==> config.mk <==
export PLATFORM = sky130hd
export DESIGN_NAME = power_mode_pin_state
export DESIGN_NICKNAME = d
export VERILOG_FILES = /design/src/pkg/pm_pkg.sv /design/src/hw/bus_snapshot.sv /design/src/hw/power_mode_pin_state.sv
export SDC_FILE = /design/constraint.sdc
export NUM_CORES = 1
export LEC_CHECK = 0
export BUFFER_PORTS_ARGS = -buffer_cell sky130_fd_sc_hd__buf_2
export CAP_MARGIN = 20
export CORE_MARGIN = 2
export CORE_UTILIZATION = 46
export DETAILED_ROUTE_END_ITERATION = 8
export PLACE_DENSITY = 0.88
export SLEW_MARGIN = 20
export SYNTH_ARGS = -nofsm -noshare
export SYNTH_HDL_FRONTEND = slang
export SYNTH_SLANG_ARGS = --single-unit
==> constraint.sdc <==
create_clock -name mclk -period 2.36 [get_ports mclk]
set_input_delay 0.354 -clock mclk [delete_from_list [all_inputs] [get_ports mclk]]
set_output_delay 0.354 -clock mclk [all_outputs]
set_load 0.005 [all_outputs]
==> src/pkg/pm_pkg.sv <==
// Constants shared by the low-power pin state controller and its testbench.
// Assumes every user of these names writes pm_pkg::name in full.
`default_nettype none
package pm_pkg;
   // =====================================================================
   // Sleep mode select field encodings and reset value.
   localparam logic [1:0] SLP_IDLE      = 2'h0;  // Plain idle.
   localparam logic [1:0] SLP_RTC_RUN   = 2'h1;  // Sleep, real-time clock runs.
   localparam logic [1:0] SLP_RESERVED  = 2'h2;  // Reserved, treated as idle.
   localparam logic [1:0] SLP_ALL_STOP  = 2'h3;  // Sleep, clock and oscillator stop.
   localparam logic [1:0] SLP_CFG_RESET = 2'h0;
   // =====================================================================
   // External bus modes.
   localparam logic [1:0] BM_DEMUX8  = 2'h0;
   localparam logic [1:0] BM_MUX8    = 2'h1;
   localparam logic [1:0] BM_DEMUX16 = 2'h2;
   localparam logic [1:0] BM_MUX16   = 2'h3;
   // =====================================================================
   // Segment line strap codes and the number of segment lines each selects.
   localparam logic [1:0] SEG_TWO   = 2'h3;
   localparam logic [1:0] SEG_EIGHT = 2'h2;
   localparam logic [1:0] SEG_NONE  = 2'h1;
   localparam logic [1:0] SEG_FOUR  = 2'h0;
   localparam logic [3:0] SEG_N_TWO   = 4'h2;
   localparam logic [3:0] SEG_N_EIGHT = 4'h8;
   localparam logic [3:0] SEG_N_NONE  = 4'h0;
   localparam logic [3:0] SEG_N_FOUR  = 4'h4;
   localparam int         SEG_LSB     = 16;   // First segment bit of the address.
   // =====================================================================
   // Power states, one-hot.
   typedef enum logic [5:0] {
      ST_RUN   = 6'h01,
      ST_IDLE  = 6'h02,
      ST_PDN   = 6'h04,
      ST_SLEEP = 6'h08,
      ST_RAMP  = 6'h10,
      ST_PEC   = 6'h20
   } pm_state_e;
endpackage : pm_pkg
`default_nettype wire

==> src/hw/bus_snapshot.sv <==
// Snapshot of the last external bus access: address, byte select, chip select.
// Assumes access pulses are one cycle wide and synchronous to mclk.
`timescale 1ns/1ps
`default_nettype none
module bus_snapshot #(
   parameter int AW  = 24,
   parameter int NCS = 5
) (
   // Clock and reset.
   input  wire logic           mclk,
   input  wire logic           nrst,
   // Access strobes and captured values.
   input  wire logic           ext_access,
   input  wire logic           xper_access,
   input  wire logic [AW-1:0]  acc_addr,
   input  wire logic           acc_bhe_n,
   input  wire logic [NCS-1:0] acc_cs_hit,
   // Held values.
   output logic      [AW-1:0]  last_addr_q,
   output logic                last_bhe_n_q,
   output logic      [NCS-1:0] last_cs_q,
   output logic                last_xper_q
);
   // =====================================================================
   // Capture at each external access so the pins can be held later. [RL25]
   always_ff @(posedge mclk or negedge nrst) begin
      if (!nrst) begin
         last_addr_q  <= '0;
         last_bhe_n_q <= 1'b1;
         last_cs_q    <= '0;
      end else if (ext_access) begin
         last_addr_q  <= acc_addr;       // [RL25]
         last_bhe_n_q <= acc_bhe_n;
         last_cs_q    <= acc_cs_hit;
      end
   end

   // An on-chip extension access marks that no external select stays low.
   // A later external access cancels it, since that access wins on the pins.
   always_ff @(posedge mclk or negedge nrst) begin
      if (!nrst) begin
         last_xper_q <= 1'b0;
      end else if (xper_access) begin
         last_xper_q <= 1'b1;            // [RL13]
      end else if (ext_access) begin
         last_xper_q <= 1'b0;
      end
   end
endmodule : bus_snapshot
`default_nettype wire

==> src/hw/power_mode_pin_state.sv <==
// Low-power state controller: idle, power-down and sleep, with pin hold logic.
// Assumes all inputs are synchronous to mclk and instruction strobes are pulses.
//
// Overview of operation
// RL1 - Idle: GPIO pins keep their latch value.
// RL2 - Idle: alternate pins follow their running peripheral.
// RL3 - Bus control pins inactive; byte select holds. The code leaves hold acknowledge at its last level.
// RL4 - Upper port: last high address byte if mux8.
// RL5 - Lower port floats with external bus enabled.
// RL6 - Address port: last address if demultiplexed.
// RL7 - Segment pins hold last segment; others latch.
// RL8 - Power-down stops oscillator, CPU, peripheral clocks.
// RL9 - Power-down: GPIO pins keep their latch value.
// RL10 - Power-down: alternate pins freeze at last level.
// RL11 - Reset output high only after end-of-init.
// RL12 - Last chip select low, other selects high.
// RL13 - Extension access before entry releases all selects.
// RL14 - Sleep stops clocks, exits like idle.
// RL15 - Sleep wakes on interrupts, NMI edge, RTC.
// RL16 - Event transfer in sleep, then sleep again.
// RL17 - Watchdog halted throughout sleep.
// RL18 - Sleep stops PLL; oscillator, RTC by config.
// RL19 - After sleep wake, wait for PLL lock.
// RL20 - Sleep config locked after end-of-init. The code still takes writes while sleep_cfg_unlock is high.
// RL21 - RTC interrupts give periodic wakeups.
// RL22 - Field: 00 idle, 01 RTC, 11 stop.
// RL23 - Idle instruction enters sleep per field.
// RL24 - Reduced-speed clocking forces plain idle.
// RL25 - Last address, segment, selects registered per access.
`timescale 1ns/1ps
`default_nettype none
module power_mode_pin_state #(
   parameter int NGP = 8,
   parameter int NCS = 5
) (
   // Clock and reset.
   input  wire logic           mclk,
   input  wire logic           nrst,
   // CPU events.
   input  wire logic           idle_instr,
   input  wire logic           pwrdn_instr,
   input  wire logic           end_of_init_instruction,
   input  wire logic           slow_down_active,
   // Sleep configuration access.
   input  wire logic           sleep_cfg_wr,
   input  wire logic [1:0]     sleep_cfg_wdata,
   input  wire logic           sleep_cfg_unlock,
   output logic      [1:0]     sleep_mode_select_field,
   // Wakeup sources and event transfer.
   input  wire logic           ext_int_req,
   input  wire logic           alt_int_req,
   input  wire logic           nmi_n,
   input  wire logic           rtc_int_req,
   input  wire logic           pec_req,
   input  wire logic           pec_done,
   output logic                pec_grant,
   // Clock system.
   input  wire logic           pll_lock,
   output logic                cpu_clk_en,
   output logic                periph_clk_en,
   output logic                pll_en,
   output logic                osc_en,
   output logic                rtc_en,
   output logic                wdt_run,
   output logic      [5:0]     power_state,
   // Bus configuration and live bus controller outputs.
   input  wire logic           ext_bus_en,
   input  wire logic [1:0]     bus_mode,
   input  wire logic [1:0]     seg_strap,
   input  wire logic           ext_access,
   input  wire logic           xper_access,
   input  wire logic [23:0]    acc_addr,
   input  wire logic [NCS-1:0] acc_cs_hit,
   input  wire logic [NCS-1:0] cs_enable,
   input  wire logic [15:0]    bus_p0_o,
   input  wire logic           bus_p0_oe,
   input  wire logic           bus_ale,
   input  wire logic           bus_rd_n,
   input  wire logic           bus_wr_n,
   input  wire logic           bus_bhe_n,
   input  wire logic           bus_hold_acknowledge_out,
   input  wire logic           bus_bus_request_out_n,
   input  wire logic [NCS-1:0] bus_cs_n,
   // Port output latches.
   input  wire logic [15:0]    p0_latch,
   input  wire logic [15:0]    p1_latch,
   input  wire logic [7:0]     p4_latch,
   input  wire logic [7:0]     ctl_latch,
   input  wire logic [NGP-1:0] gp_latch,
   input  wire logic [NGP-1:0] gp_alt_sel,
   input  wire logic [NGP-1:0] gp_alt_val,
   // Pins.
   output logic      [7:0]     lower_addr_data_port,
   output logic                lower_addr_data_oe,
   output logic      [7:0]     upper_addr_data_port,
   output logic                upper_addr_data_oe,
   output logic      [15:0]    demux_address_port,
   output logic      [7:0]     seg_port,
   output logic                ale,
   output logic                rd_n,
   output logic                wr_n,
   output logic                high_byte_select_n,
   output logic                hold_acknowledge_out,
   output logic                bus_request_out_n,
   output logic      [NCS-1:0] chip_select_lines_n,
   output logic                reset_output_pin,
   output logic      [NGP-1:0] gp_pin
);
   // =====================================================================
   // Strap decode and state.
   function automatic logic [3:0] seg_lines(input logic [1:0] code);
      unique case (code)
         pm_pkg::SEG_TWO:   seg_lines = pm_pkg::SEG_N_TWO;
         pm_pkg::SEG_EIGHT: seg_lines = pm_pkg::SEG_N_EIGHT;
         pm_pkg::SEG_NONE:  seg_lines = pm_pkg::SEG_N_NONE;
         pm_pkg::SEG_FOUR:  seg_lines = pm_pkg::SEG_N_FOUR;
      endcase
   endfunction : seg_lines

   pm_pkg::pm_state_e state_q;
   logic [1:0]        cfg_q;
   logic              end_of_init_instruction_q;
   logic              nmi_n_q;
   logic              pec_pend_q;
   logic [3:0]        seg_n_q;
   logic              strap_done_q;
   logic              nmi_fall;
   logic              wake_any;
   logic              wake_sleep;
   logic              to_sleep;
   logic              low_pwr;
   logic [23:0]       last_addr;
   logic              last_bhe_n;
   logic [NCS-1:0]    last_cs;
   logic              last_xper;

   // Snapshot of the last external access, held while asleep.
   bus_snapshot #(.AW(24), .NCS(NCS)) u_snap (
      .mclk         (mclk),
      .nrst         (nrst),
      .ext_access   (ext_access),
      .xper_access  (xper_access),
      .acc_addr     (acc_addr),
      .acc_bhe_n    (bus_bhe_n),
      .acc_cs_hit   (acc_cs_hit),
      .last_addr_q  (last_addr),
      .last_bhe_n_q (last_bhe_n),
      .last_cs_q    (last_cs),
      .last_xper_q  (last_xper)
   );

   // =====================================================================
   // Wake qualification. The RTC only wakes sleep when it was left running.
   assign nmi_fall   = nmi_n_q & ~nmi_n;
   assign wake_any   = ext_int_req | alt_int_req | nmi_fall | rtc_int_req;    // [RL21]
   assign wake_sleep = ext_int_req | alt_int_req | nmi_fall |
                       (rtc_int_req & (cfg_q == pm_pkg::SLP_RTC_RUN));        // [RL15]
   // Reserved code and reduced-speed clocking both fall back to plain idle.
   assign to_sleep   = ((cfg_q == pm_pkg::SLP_RTC_RUN) ||
                        (cfg_q == pm_pkg::SLP_ALL_STOP)) && !slow_down_active; // [RL22] [RL24]
   assign low_pwr    = (state_q != pm_pkg::ST_RUN);

   // NMI edge detector; inputs are already synchronous.
   always_ff @(posedge mclk or negedge nrst) begin
      if (!nrst) begin
         nmi_n_q <= 1'b1;
      end else begin
         nmi_n_q <= nmi_n;
      end
   end

   // Segment strap is caught once after reset release, never changed later.
   always_ff @(posedge mclk or negedge nrst) begin
      if (!nrst) begin
         strap_done_q <= 1'b0;
         seg_n_q      <= 4'h0;
      end else if (!strap_done_q) begin
         strap_done_q <= 1'b1;
         seg_n_q      <= seg_lines(seg_strap);   // [RL7]
      end
   end

   // =====================================================================
   // Sleep configuration register and its write protection.
   always_ff @(posedge mclk or negedge nrst) begin
      if (!nrst) begin
         end_of_init_instruction_q <= 1'b0;
      end else if (end_of_init_instruction) begin
         end_of_init_instruction_q <= 1'b1;
      end
   end

   always_ff @(posedge mclk or negedge nrst) begin
      if (!nrst) begin
         cfg_q <= pm_pkg::SLP_CFG_RESET;
      end else if (sleep_cfg_wr && (!end_of_init_instruction_q || sleep_cfg_unlock)) begin
         cfg_q <= sleep_cfg_wdata;               // [RL20]
      end
   end

   // =====================================================================
   // Power state machine. Power-down leaves only through nrst.
   always_ff @(posedge mclk or negedge nrst) begin
      if (!nrst) begin
         state_q    <= pm_pkg::ST_RUN;
         pec_pend_q <= 1'b0;
      end else begin
         unique case (state_q)
            pm_pkg::ST_RUN: begin
               if (pwrdn_instr && !nmi_n) begin
                  state_q <= pm_pkg::ST_PDN;             // [RL8]
               end else if (idle_instr) begin
                  state_q <= to_sleep ? pm_pkg::ST_SLEEP : pm_pkg::ST_IDLE; // [RL23]
               end
            end
            pm_pkg::ST_IDLE: begin
               if (wake_any) begin
                  state_q <= pm_pkg::ST_RUN;
               end
            end
            pm_pkg::ST_PDN: begin
               state_q <= pm_pkg::ST_PDN;
            end
            pm_pkg::ST_SLEEP: begin
               if (wake_sleep || pec_req) begin
                  state_q    <= pm_pkg::ST_RAMP;         // [RL14]
                  pec_pend_q <= pec_req && !wake_sleep;
               end
            end
            pm_pkg::ST_RAMP: begin
               if (pll_lock) begin
                  state_q <= pec_pend_q ? pm_pkg::ST_PEC : pm_pkg::ST_RUN; // [RL19]
               end
            end
            pm_pkg::ST_PEC: begin
               if (pec_done) begin
                  state_q    <= pm_pkg::ST_SLEEP;        // [RL16]
                  pec_pend_q <= 1'b0;
               end
            end
            default: begin
               state_q <= pm_pkg::ST_RUN;
            end
         endcase
      end
   end

   // Clock enables decoded from the state register.
   assign cpu_clk_en    = (state_q == pm_pkg::ST_RUN);
   assign periph_clk_en = (state_q == pm_pkg::ST_RUN) || (state_q == pm_pkg::ST_IDLE) ||
                          (state_q == pm_pkg::ST_PEC);                         // [RL8]
   assign pll_en        = (state_q != pm_pkg::ST_PDN) && (state_q != pm_pkg::ST_SLEEP); // [RL18]
   assign osc_en        = (state_q != pm_pkg::ST_PDN) &&
                          !((state_q == pm_pkg::ST_SLEEP) && (cfg_q == pm_pkg::SLP_ALL_STOP));
   assign rtc_en        = !((state_q == pm_pkg::ST_SLEEP) && (cfg_q == pm_pkg::SLP_ALL_STOP));
   assign wdt_run       = (state_q == pm_pkg::ST_RUN) || (state_q == pm_pkg::ST_IDLE); // [RL17]
   assign pec_grant     = (state_q == pm_pkg::ST_PEC) ||
                          ((state_q == pm_pkg::ST_IDLE) && pec_req);
   assign power_state   = state_q;
   assign sleep_mode_select_field = cfg_q;
   assign reset_output_pin        = end_of_init_instruction_q;                                  // [RL11]

   // =====================================================================
   // General pins. Alternate levels freeze when peripheral clocks stop.
   for (genvar i = 0; i < NGP; i++) begin : g_gp
      always_ff @(posedge mclk or negedge nrst) begin
         if (!nrst) begin
            gp_pin[i] <= 1'b0;
         end else if (!gp_alt_sel[i]) begin
            gp_pin[i] <= gp_latch[i];            // [RL1] [RL9]
         end else if (periph_clk_en) begin
            gp_pin[i] <= gp_alt_val[i];          // [RL2] [RL10]
         end
      end
   end

   // Segment pins: held segment bits on strapped lines, latch elsewhere.
   for (genvar s = 0; s < 8; s++) begin : g_seg
      always_ff @(posedge mclk or negedge nrst) begin
         if (!nrst) begin
            seg_port[s] <= 1'b0;
         end else if (ext_bus_en && (4'(s) < seg_n_q)) begin
            seg_port[s] <= low_pwr ? last_addr[pm_pkg::SEG_LSB + s]
                                   : acc_addr[pm_pkg::SEG_LSB + s]; // [RL7]
         end else begin
            seg_port[s] <= p4_latch[s];
         end
      end
   end

   // Address/data ports. Floating is a low enable; the pad resolves it.
   always_ff @(posedge mclk or negedge nrst) begin
      if (!nrst) begin
         lower_addr_data_port <= 8'h00;
         lower_addr_data_oe   <= 1'b0;
         upper_addr_data_port <= 8'h00;
         upper_addr_data_oe   <= 1'b0;
         demux_address_port  <= 16'h0000;
      end else if (!ext_bus_en) begin
         lower_addr_data_port <= p0_latch[7:0];
         lower_addr_data_oe   <= 1'b1;
         upper_addr_data_port <= p0_latch[15:8];
         upper_addr_data_oe   <= 1'b1;
         demux_address_port  <= p1_latch;
      end else if (!low_pwr) begin
         lower_addr_data_port <= bus_p0_o[7:0];
         lower_addr_data_oe   <= bus_p0_oe;
         upper_addr_data_port <= bus_p0_o[15:8];
         upper_addr_data_oe   <= bus_p0_oe;
         demux_address_port  <= bus_mode[0] ? p1_latch : acc_addr[15:0];
      end else begin
         lower_addr_data_oe   <= 1'b0;                              // [RL5]
         upper_addr_data_port <= last_addr[15:8];
         upper_addr_data_oe   <= (bus_mode == pm_pkg::BM_MUX8);     // [RL4]
         demux_address_port  <= bus_mode[0] ? p1_latch : last_addr[15:0]; // [RL6]
      end
   end

   // Bus control pins: inactive levels while asleep, last byte select and hold acknowledge held.
   always_ff @(posedge mclk or negedge nrst) begin
      if (!nrst) begin
         ale                  <= 1'b0;
         rd_n                 <= 1'b1;
         wr_n                 <= 1'b1;
         high_byte_select_n   <= 1'b1;
         hold_acknowledge_out <= 1'b0;
         bus_request_out_n    <= 1'b1;
      end else if (!ext_bus_en) begin
         ale                  <= ctl_latch[0];
         rd_n                 <= ctl_latch[1];
         wr_n                 <= ctl_latch[2];
         high_byte_select_n   <= ctl_latch[3];
         hold_acknowledge_out <= ctl_latch[4];
         bus_request_out_n    <= ctl_latch[5];
      end else if (!low_pwr) begin
         ale                  <= bus_ale;
         rd_n                 <= bus_rd_n;
         wr_n                 <= bus_wr_n;
         high_byte_select_n   <= bus_bhe_n;
         hold_acknowledge_out <= bus_hold_acknowledge_out;
         bus_request_out_n    <= bus_bus_request_out_n;
      end else begin
         ale                  <= 1'b0;           // [RL3]
         rd_n                 <= 1'b1;
         wr_n                 <= 1'b1;
         high_byte_select_n   <= last_bhe_n;     // [RL3]
         bus_request_out_n    <= 1'b1;
      end
   end

   // Chip selects: only the last matched, enabled select stays low.
   for (genvar c = 0; c < NCS; c++) begin : g_cs
      always_ff @(posedge mclk or negedge nrst) begin
         if (!nrst) begin
            chip_select_lines_n[c] <= 1'b1;
         end else if (!ext_bus_en || !low_pwr) begin
            chip_select_lines_n[c] <= bus_cs_n[c];
         end else begin
            chip_select_lines_n[c] <= !(cs_enable[c] && last_cs[c] && !last_xper); // [RL12] [RL13]
         end
      end
   end
endmodule : power_mode_pin_state
`default_nettype wire

==> results of run 1 <==
==> final cells by class <==
type	count	area, um2
clock inverters	4	50.0
well taps	136	170
fillers	840	3830
diodes	1	2.50
inverters	7	38.8
multi-input cells	314	1920
flip-flops and latches	107	2690
clock buffers	12	145
repair buffers	253	1340
==> worst max-delay path, delay by kind of cell, from the launching register on <==
kind,cells,cell delay (ps)
AOI/OAI and AO/OA,1,190
and+or+nand+nor,1,580
DFF,1,400
buffers and inverters,3,390
==> routing by layer <==
metal	vias to the layer above	wire (um)	global-route usage [%]
met1	2047	4990	26.5
met4	0	291	8.83
met3	25	960	6.06
met2	188	6470	40.5
met5	-	0	0
li1	2039	-	-
==> kinds of logic after synthesis <==
kind of cell	Yosys count	share of synthesized area, %
xor gates and xnor gates	2	0.369
DFF	107	56.8
other	1	0.0791
AOI/OAI and AO/OA	88	11.2
buffers and inverters	32	3.43
and+or+nand+nor	163	14.6
muxes	60	13.5
==> synthesized netlist by cell type, drive strengths merged, types with 2 or more instances <==
cell type / number
buf: 12
mux2i: 28
or3b: 2
inv: 7
o31ai: 2
mux2: 32
a21oi: 15
or2: 2
o32ai: 3
and2: 2
o21ai: 34
dfrtp: 95
nor2b: 3
nor3b: 2
nor2: 46
clkbuf: 13
nand2: 87
nor3: 4
dfstp: 12
a41oi: 2
nand2b: 6
a31oi: 21
or4: 2
nand3: 4
==> flip-flops by register name (all words and copies together) (netlist names), 2 cells and up <==
| name | count |
|---|---|
| seg_n_q | 3 |
| upper_addr_data_port | 8 |
| u_snap.last_cs_q | 5 |
| gp_pin | 8 |
| power_state | 6 |
| chip_select_lines_n | 5 |
| lower_addr_data_port | 8 |
| u_snap.last_addr_q | 24 |
| demux_address_port | 16 |
| seg_port | 8 |
| sleep_mode_select_field | 2 |
==> power by group <==
part | leakage [nW] | total, mW | switching (mW) | internal (mW)
logic | 1.85 | 2.44 | 1.30 | 1.14
clock network | 0.0926 | 1.11 | 0.591 | 0.520
registers | 1.24 | 2.46 | 0.206 | 2.25
total | 3.18 | 6.02 | 2.10 | 3.91
==> per-stage QoR <==
step | hold slack [ps] | instances
2_1_floorplan | 58.4 | 453
4_1_cts | 95.6 | 833
3_5_place_dp | 377 | 811
5_1_grt | 92.1 | 834
6_report | 112 | 834
3_3_place_gp | 360 | 811
==> what timing repair did <==
action / in CTS / in global routing
resized for setup: 4 / 4
hold buffers: 1 / 0
endpoints found under the hold margin: 33 / 0
pin swaps: 0 / 3
buffers inserted: 5 / 0
endpoints found under the setup margin: 4 / 3
==> how the worst max path moves through the flow <==
| stage | endpoint | slack, ps | depth (start not counted) |
|---|---|---|---|
| floorplan | cpu_clk_en | 400 | 6 |
| global placement | seg_port[2] | 230 | 6 |
| detailed placement | seg_port[1] | 150 | 6 |
| CTS | pec_grant | 30 | 6 |
| global route | pec_grant | 5 | 6 |
| finish | periph_clk_en | 100 | 5 |
==> flow_metrics.tcl, run 1 <==
set metrics [dict create \
    final_core_util_pct 62.4 \
    synth_edf_count 0 \
    synth_top_area_cell "dfrtp_1" \
    rrSetupSlack_ps 300 \
    regToRegEndpoint "demux_address_port[3]" \
    hpwl_um 9490 \
    worstHoldPathCells 1 \
    hold_class "in2reg" \
    cts_buffers 9 \
    setup_slack_ps 102 \
    io_buffers 232 \
    final_cell_mix "231 x buf_2, 95 x dfrtp_1, 87 x nand2_1" \
    grt_pass1_vias 4450 \
    critPathRequiredTime_ps 2010 \
    r2r_start "power_state[4]" \
    gp_congestion 0.911 \
    synthTopCellsByArea "dfrtp_1 50%, mux2_2 7.6%, nand2_1 6.9%" \
    synth_top_area_share_pct 50.1 \
    ys_warn_count 0 \
    ioPinCount 235 \
    area_growth_pct 34.0 \
    fin_skew_ps 14.4 \
    drc 0 \
    post-place-ws_ps 148 \
    rows 37 \
    cts_max_level 3 \
    yosys_most_used_dff "dfrtp_1" \
    max_stage_delay_ps 580 \
    via_per_inst 5.15 \
    place_area_mm2 0.00607 \
    first_pass_iters 5 \
    total_power_mw 6.02 \
    timing.slew.headroom_pct 44.8 \
    end_kind "output port" \
    drive_gt1_share_pct 46.2 \
    timing.max_cap.violations 0 \
    ant_nets 0 \
    die_area_mm2 0.0111 \
    rsz0062_at_grt "false" \
    grt_pass1_wl_um 20400 \
    fin_crit_ps 2260 \
    holdCritStartpoint "nmi_n" \
    clockBufferDepth 2 \
    clock_latency_ps 350 \
    cp-start-kind "flop" \
    postLayoutCellArea_mm2 0.00635 \
    core_region_area_mm2 0.0102 \
    outcome "finished, final reports clean" \
    synth_area_mm2 0.00474 \
    critPathKind "reg2out" \
    min_to "nmi_n_q" \
    first_iter_violations 220 \
    critPathArrivalTime_ps 1900 \
    crit_top_cell "buf_4" \
    synth_cell_types 47 \
    syn_inst 453 \
    reg2regPathDepth 5 \
    fin_nets 850 \
    worstSetupStartpoint "power_state[2]" \
    cts_tree "built" \
    period_share_pct 95.7 \
    grt_overflow_total 0 \
    dieWidth_um 106 \
    root_buffer "clkbuf_8" \
    hold_viol_final 0 \
    tightest_slew_ps 827 \
    postRouteWirelength_um 12700 \
    antenna_found_initial 1 \
    postSynthAreaPerCell_um2 10.5 \
    p_leak_nw 3.18 \
    drv_slew 0 \
    wl_per_cell_um 15.2 \
    synth_nets 611 \
    crit_chain "buf_4 > or4_4 > o22ai_1 > buf_4 > buf_2" \
    seq_area_frac_synth_pct 56.8 \
    die_y_um 106 \
    final_common_cell "buf_2" \
    vias 4299 \
    initial_core_util_pct 46.6 \
    cp_slowest_cell "or4_4" \
    cts.clk_slew.worst_paths_ps 100 \
    async_flop_share_pct 100 \
    grt_max_degree 53 \
    p_per_area_mw_per_mm2 947 \
    path_max_fanout 6 \
    synth-seq-cells 107 \
    setup_violations 0 \
    ir_drop_uv 548 \
    cts_sinks 107 \
    fin_tns_setup_ps 0 \
    fmax_mhz 443 \
    grtUsageTotal_pct 22.9 \
]
No activity file was read; power rests on OpenSTA's default activity.
==> run 2: changes to the inputs <==
--- a/config.mk
+++ b/config.mk
@@ -5,12 +5,12 @@
 export SDC_FILE = /design/constraint.sdc
 export NUM_CORES = 1
 export LEC_CHECK = 0
-export BUFFER_PORTS_ARGS = -buffer_cell sky130_fd_sc_hd__buf_2
 export CAP_MARGIN = 20
 export CORE_MARGIN = 2
-export CORE_UTILIZATION = 46
+export CORE_UTILIZATION = 60
 export DETAILED_ROUTE_END_ITERATION = 8
-export PLACE_DENSITY = 0.88
+export DONT_BUFFER_PORTS = 1
+export PLACE_DENSITY = 0.84
 export SLEW_MARGIN = 20
 export SYNTH_ARGS = -nofsm -noshare
 export SYNTH_HDL_FRONTEND = slang
==> run 2 against run 1 <==
Net effect: the run now ends with hold timing left; critical path depth down 2; setup slack worse by 38 ps; global-route usage up 2.3 points; sequential share of layout area up 12 points; critical path type unchanged; largest power group unchanged.
==> flow_metrics.tcl, run 2 (same netlist as run 1, synthesis figures left out) <==
set metrics [dict create \
    initial_core_util_pct 61.7 \
    first_iter_violations 132 \
    failed_checks "hold timing" \
    cts_sinks 107 \
    clockBufferDepth 2 \
    largest_reg_flops 24 \
    setup_slack_ps 63.7 \
    hpwl_um 7810 \
    p_leak_nw 2.18 \
    drv_slew 0 \
    final_core_util_pct 64.9 \
    grt_overflow_total 0 \
    period_share_pct 97.3 \
    top_register "u_snap.last_addr_q" \
    cts_hold_buffers 1 \
    grt_pass1_vias 3382 \
    grt_max_degree 108 \
    cp-start-kind "flop" \
    place_area_mm2 0.00478 \
    final_common_cell "dfrtp_1" \
    grt_pass1_wl_um 16700 \
    path_delay_family "simple AND/OR/NAND/NOR gates" \
    hold_class "in2async" \
    fin_crit_ps 2300 \
    r2r_start "power_state[2]" \
    timing.slew.headroom_pct 34.8 \
    fin_skew_ps 13.9 \
    rows 32 \
    cts_buffers 9 \
    critPathRequiredTime_ps 2010 \
    rrSetupSlack_ps 180 \
    setup_violations 0 \
    end_kind "output port" \
    die_area_mm2 0.00863 \
    hold_viol_final 107 \
    crit_buf_inv 1 \
    dp.cells 536 \
    io_buffers 0 \
    root_buffer "clkbuf_8" \
    postRouteWirelength_um 10700 \
    wl_per_cell_um 19.3 \
    crit_chain "or4_1 > or2_4 > clkinv_8" \
    cts.clk_slew.worst_paths_ps 100 \
    p_per_area_mw_per_mm2 1040 \
    postLayoutCellArea_mm2 0.00499 \
    post_cts_buffers 0 \
    grtUsageTotal_pct 25.2 \
    drc 0 \
    antenna_found_initial 0 \
    cp_slowest_cell "or4_1" \
    first_pass_iters 5 \
    fin_nets 604 \
    area_growth_pct 5.20 \
    largestRegisters "u_snap.last_addr_q (24), demux_address_port (16)" \
    dieWidth_um 92.9 \
    outcome "complete, but fails checks" \
    regToRegEndpoint "demux_address_port[0]" \
    ant_nets 0 \
    fmax_mhz 435 \
    diodes 0 \
    post-place-ws_ps 159 \
    drive_gt1_share_pct 16.4 \
    core_region_area_mm2 0.00769 \
    final_cells 553 \
    tightest_slew_ps 978 \
    vias 3376 \
    max_stage_delay_ps 680 \
    die_y_um 92.9 \
    clock_latency_ps 350 \
    final_cell_mix "95 x dfrtp_1, 87 x nand2_1, 45 x nor2_1" \
    timing.max_cap.violations 0 \
    via_per_inst 6.10 \
    reg2regPathDepth 5 \
    holdWs_ps -315 \
    ir_drop_uv 510 \
    cts_tree "built" \
    gp_congestion 0.850 \
    critPathArrivalTime_ps 1940 \
    path_max_fanout 37 \
    ioPinCount 235 \
    critPathKind "reg2out" \
    cts_max_level 3 \
]
-- run 2: cell types whose count changed in the layout (fill, tap and decap cells not counted), sizes merged --
cell,change
buf,-246
bufinv,-1
clkinv,+1
diode,-1
-- run 2: worst max path at each step --
stage | from | to | slack [ps] | depth (start not counted)
after floorplan | power_state[4] | cpu_clk_en | 400 | 6
after detailed placement | power_state[2] | power_state[1] | 160 | 5
after CTS | power_state[5] | osc_en | 30 | 5
after global placement | power_state[2] | power_state[1] | 210 | 5
final | power_state[2] | cpu_clk_en | 60 | 3
after global routing | power_state[2] | cpu_clk_en | -1 | 3
-- run 2: timing repair --
item | in CTS | in global routing
gates resized for setup | 2 | 5
endpoints found under the setup margin | 2 | 4
endpoints found under the hold margin | 108 | 107
-- run 2: where the power goes --
group	switching (mW)	internal [mW]	leakage [nW]	total [mW]
Clock	0.577	0.386	0.0766	0.963
Combinational	0.965	0.693	0.864	1.66
Sequential	0.302	2.26	1.24	2.56
Total	1.84	3.34	2.18	5.18
-- run 2: routing by layer --
metal | track usage (%) | wire length [um]
met1 | 29.1 | 3930
met2 | 44.9 | 5530
met3 | 8.06 | 1070
met4 | 7.11 | 157
met5 | 0 | 0
-- run 2: cell type report --
class	count	area (um2)
fillers	603	2700
flip-flops and latches	107	2690
clock inverters	4	28.8
inverters	7	38.8
repair buffers	7	55.1
clock buffers	12	135
well taps	102	128
multi-input cells	314	1910
-- run 2: per-stage QoR --
step | power [mW] | TNS, ps
floorplan | 3.96 | 0
global placement | 4.15 | 0
detailed placement | 4.22 | 0
CTS | 5.20 | 0
global route | 5.52 | -1.28
finish | 5.18 | 0
==> run 3: changes to the inputs <==
==> constraint.sdc (replaced) <==
create_clock -name mclk -period 2.65 [get_ports mclk]
set_input_delay 0.3975 -clock mclk [delete_from_list [all_inputs] [get_ports mclk]]
set_output_delay 0.3975 -clock mclk [all_outputs]
set_load 0.005 [all_outputs]
==> run 3 against run 2 <==
Net effect: the flow still finishes with violations (hold timing); clock skew rose by 3.2 ps; sequential share of layout area barely moved; setup slack improved by 85 ps; first-iteration DRC count rose by 1.5%; global-route usage fell by 0.11 points; critical path type unchanged; largest power group unchanged.
==> flow_metrics.tcl, run 3 (same netlist as run 1, synthesis figures left out) <==
set metrics [dict create \
    outcome "complete, but fails checks" \
    failed_checks "hold timing" \
    rows 32 \
    top_register "u_snap.last_addr_q" \
    total_power_mw 4.69 \
    power.share.combinational_pct 30.2 \
    first_pass_iters 4 \
    die_y_um 92.9 \
    hpwl_um 7790 \
    critPathRequiredTime_ps 2250 \
    largest_reg_flops 24 \
    wl_per_cell_um 19.5 \
    fin_crit_ps 2500 \
    tightest_slew_ps 632 \
    io_buffers 0 \
    via_per_inst 6.08 \
    grt_pass1_wl_um 16700 \
    end_kind "output port" \
    rsz0062_at_grt "false" \
    drc 0 \
    final_cell_mix "95 x dfrtp_1, 87 x nand2_1, 46 x nor2_1" \
    ioPinCount 235 \
    cts_buffers 9 \
    dieWidth_um 92.9 \
    fin_nets 602 \
    swShare_pct 34.6 \
    power.share.clock_pct 21.0 \
    grt_overflow_total 0 \
    path_max_fanout 37 \
    grtUsageTotal_pct 25.1 \
    critPathArrivalTime_ps 2100 \
    postRouteWirelength_um 10700 \
    critPathKind "reg2out" \
    ir_drop_uv 503 \
    hold_class "in2async" \
    postLayoutCellArea_mm2 0.00499 \
    nFillCells 606 \
    drive_gt1_share_pct 15.6 \
    grt_max_degree 108 \
    cts_max_level 3 \
    fin_skew_ps 17.1 \
    post_cts_buffers 0 \
    p_seq_share_pct 48.8 \
    p_sw_mw 1.62 \
    cts_sinks 107 \
    cts_tree "built" \
    die_area_mm2 0.00863 \
    grt_pass1_vias 3442 \
    vias 3352 \
    largestRegisters "u_snap.last_addr_q (24), demux_address_port (16)" \
    clock_latency_ps 350 \
    cts.clk_slew.worst_paths_ps 110 \
    ant_nets 0 \
    setup_violations 0 \
    p_leak_nw 2.19 \
    initial_core_util_pct 61.7 \
    timing.max_cap.violations 0 \
    fin_tns_setup_ps 0 \
    drv_slew 0 \
    area_growth_pct 5.17 \
    first_iter_violations 134 \
    holdWs_ps -277 \
    hold_viol_final 107 \
    diodes 0 \
    intPower_mw 3.06 \
    timing.slew.headroom_pct 57.6 \
    period_share_pct 94.4 \
    clockBufferDepth 2 \
    core_region_area_mm2 0.00769 \
    final_common_cell "dfrtp_1" \
    place_area_mm2 0.00476 \
    cp-start-kind "flop" \
    p_per_area_mw_per_mm2 940 \
    gp_congestion 0.807 \
    fmax_mhz 400 \
    antenna_found_initial 0 \
    root_buffer "clkbuf_8" \
]
-- run 3: final timing paths --
path                                           from             endpoint  slack, ps  cells past startpoint
worst min register to register  u_snap.last_bhe_n_q   high_byte_select_n        510                      2
max in group asynchronous                      nrst       power_state[0]       2650                      0
worst min-delay path                           nrst  u_snap.last_cs_q[4]       -280                      0
worst max register to register       power_state[2]       power_state[1]        350                      5
min in group mclk                        ext_bus_en    bus_request_out_n        100                      1
worst max-delay path                 power_state[2]           cpu_clk_en        150                      3
-- run 3: layout make-up --
class / instances / area [um2] / area share [%]
Tap cell: 102 / 128 / 2.56
Timing Repair Buffer: 5 / 47.5 / 0.953
Clock buffer: 12 / 145 / 2.91
Inverter: 7 / 31.3 / 0.627
Sequential cell: 107 / 2690 / 54.0
Multi-Input combinational cell: 314 / 1890 / 37.9
Clock inverter: 4 / 51.3 / 1.03
-- run 3: through the flow --
stage | instances | hold slack [ps] | utilization (%) | setup slack, ps
floorplan | 453 | 102 | - | 645
global placement | 533 | 105 | 61.9 | 416
detailed placement | 533 | 105 | 61.9 | 373
CTS | 549 | -296 | 64.5 | 76.0
global route | 551 | -305 | 64.9 | 62.3
finish | 551 | -277 | 64.9 | 149
-- run 3: critical path, stage by stage (launching register included) --
cell     delay [ps]
dfrtp_1         460
or4_1           690
or2_4           330
inv_6           250
-- run 3: power by group through the flow --
stage               Combinational, mW  Clock (mW)  Sequential (mW)
global placement                 1.36           0             2.31
global route                     1.56        1.08             2.33
finish                           1.41       0.985             2.29
floorplan                        1.31           0             2.21
CTS                              1.42        1.02             2.29
detailed placement               1.42           0             2.32
-- run 3: repair_timing --
item / 4_1_cts / 5_1_grt
gates resized for setup: 0 / 1
endpoints found under the setup margin: 0 / 1
hold endpoints to repair: 107 / 108
-- run 3: routing by layer --
layer | global-route usage [%] | up-vias | share of wire [%]
li1 | - | 1536 | -
met1 | 28.4 | 1622 | 36
met2 | 44.7 | 180 | 53
met3 | 8.06 | 14 | 9.4
met4 | 8.21 | 0 | 1.5
met5 | 0 | - | 0
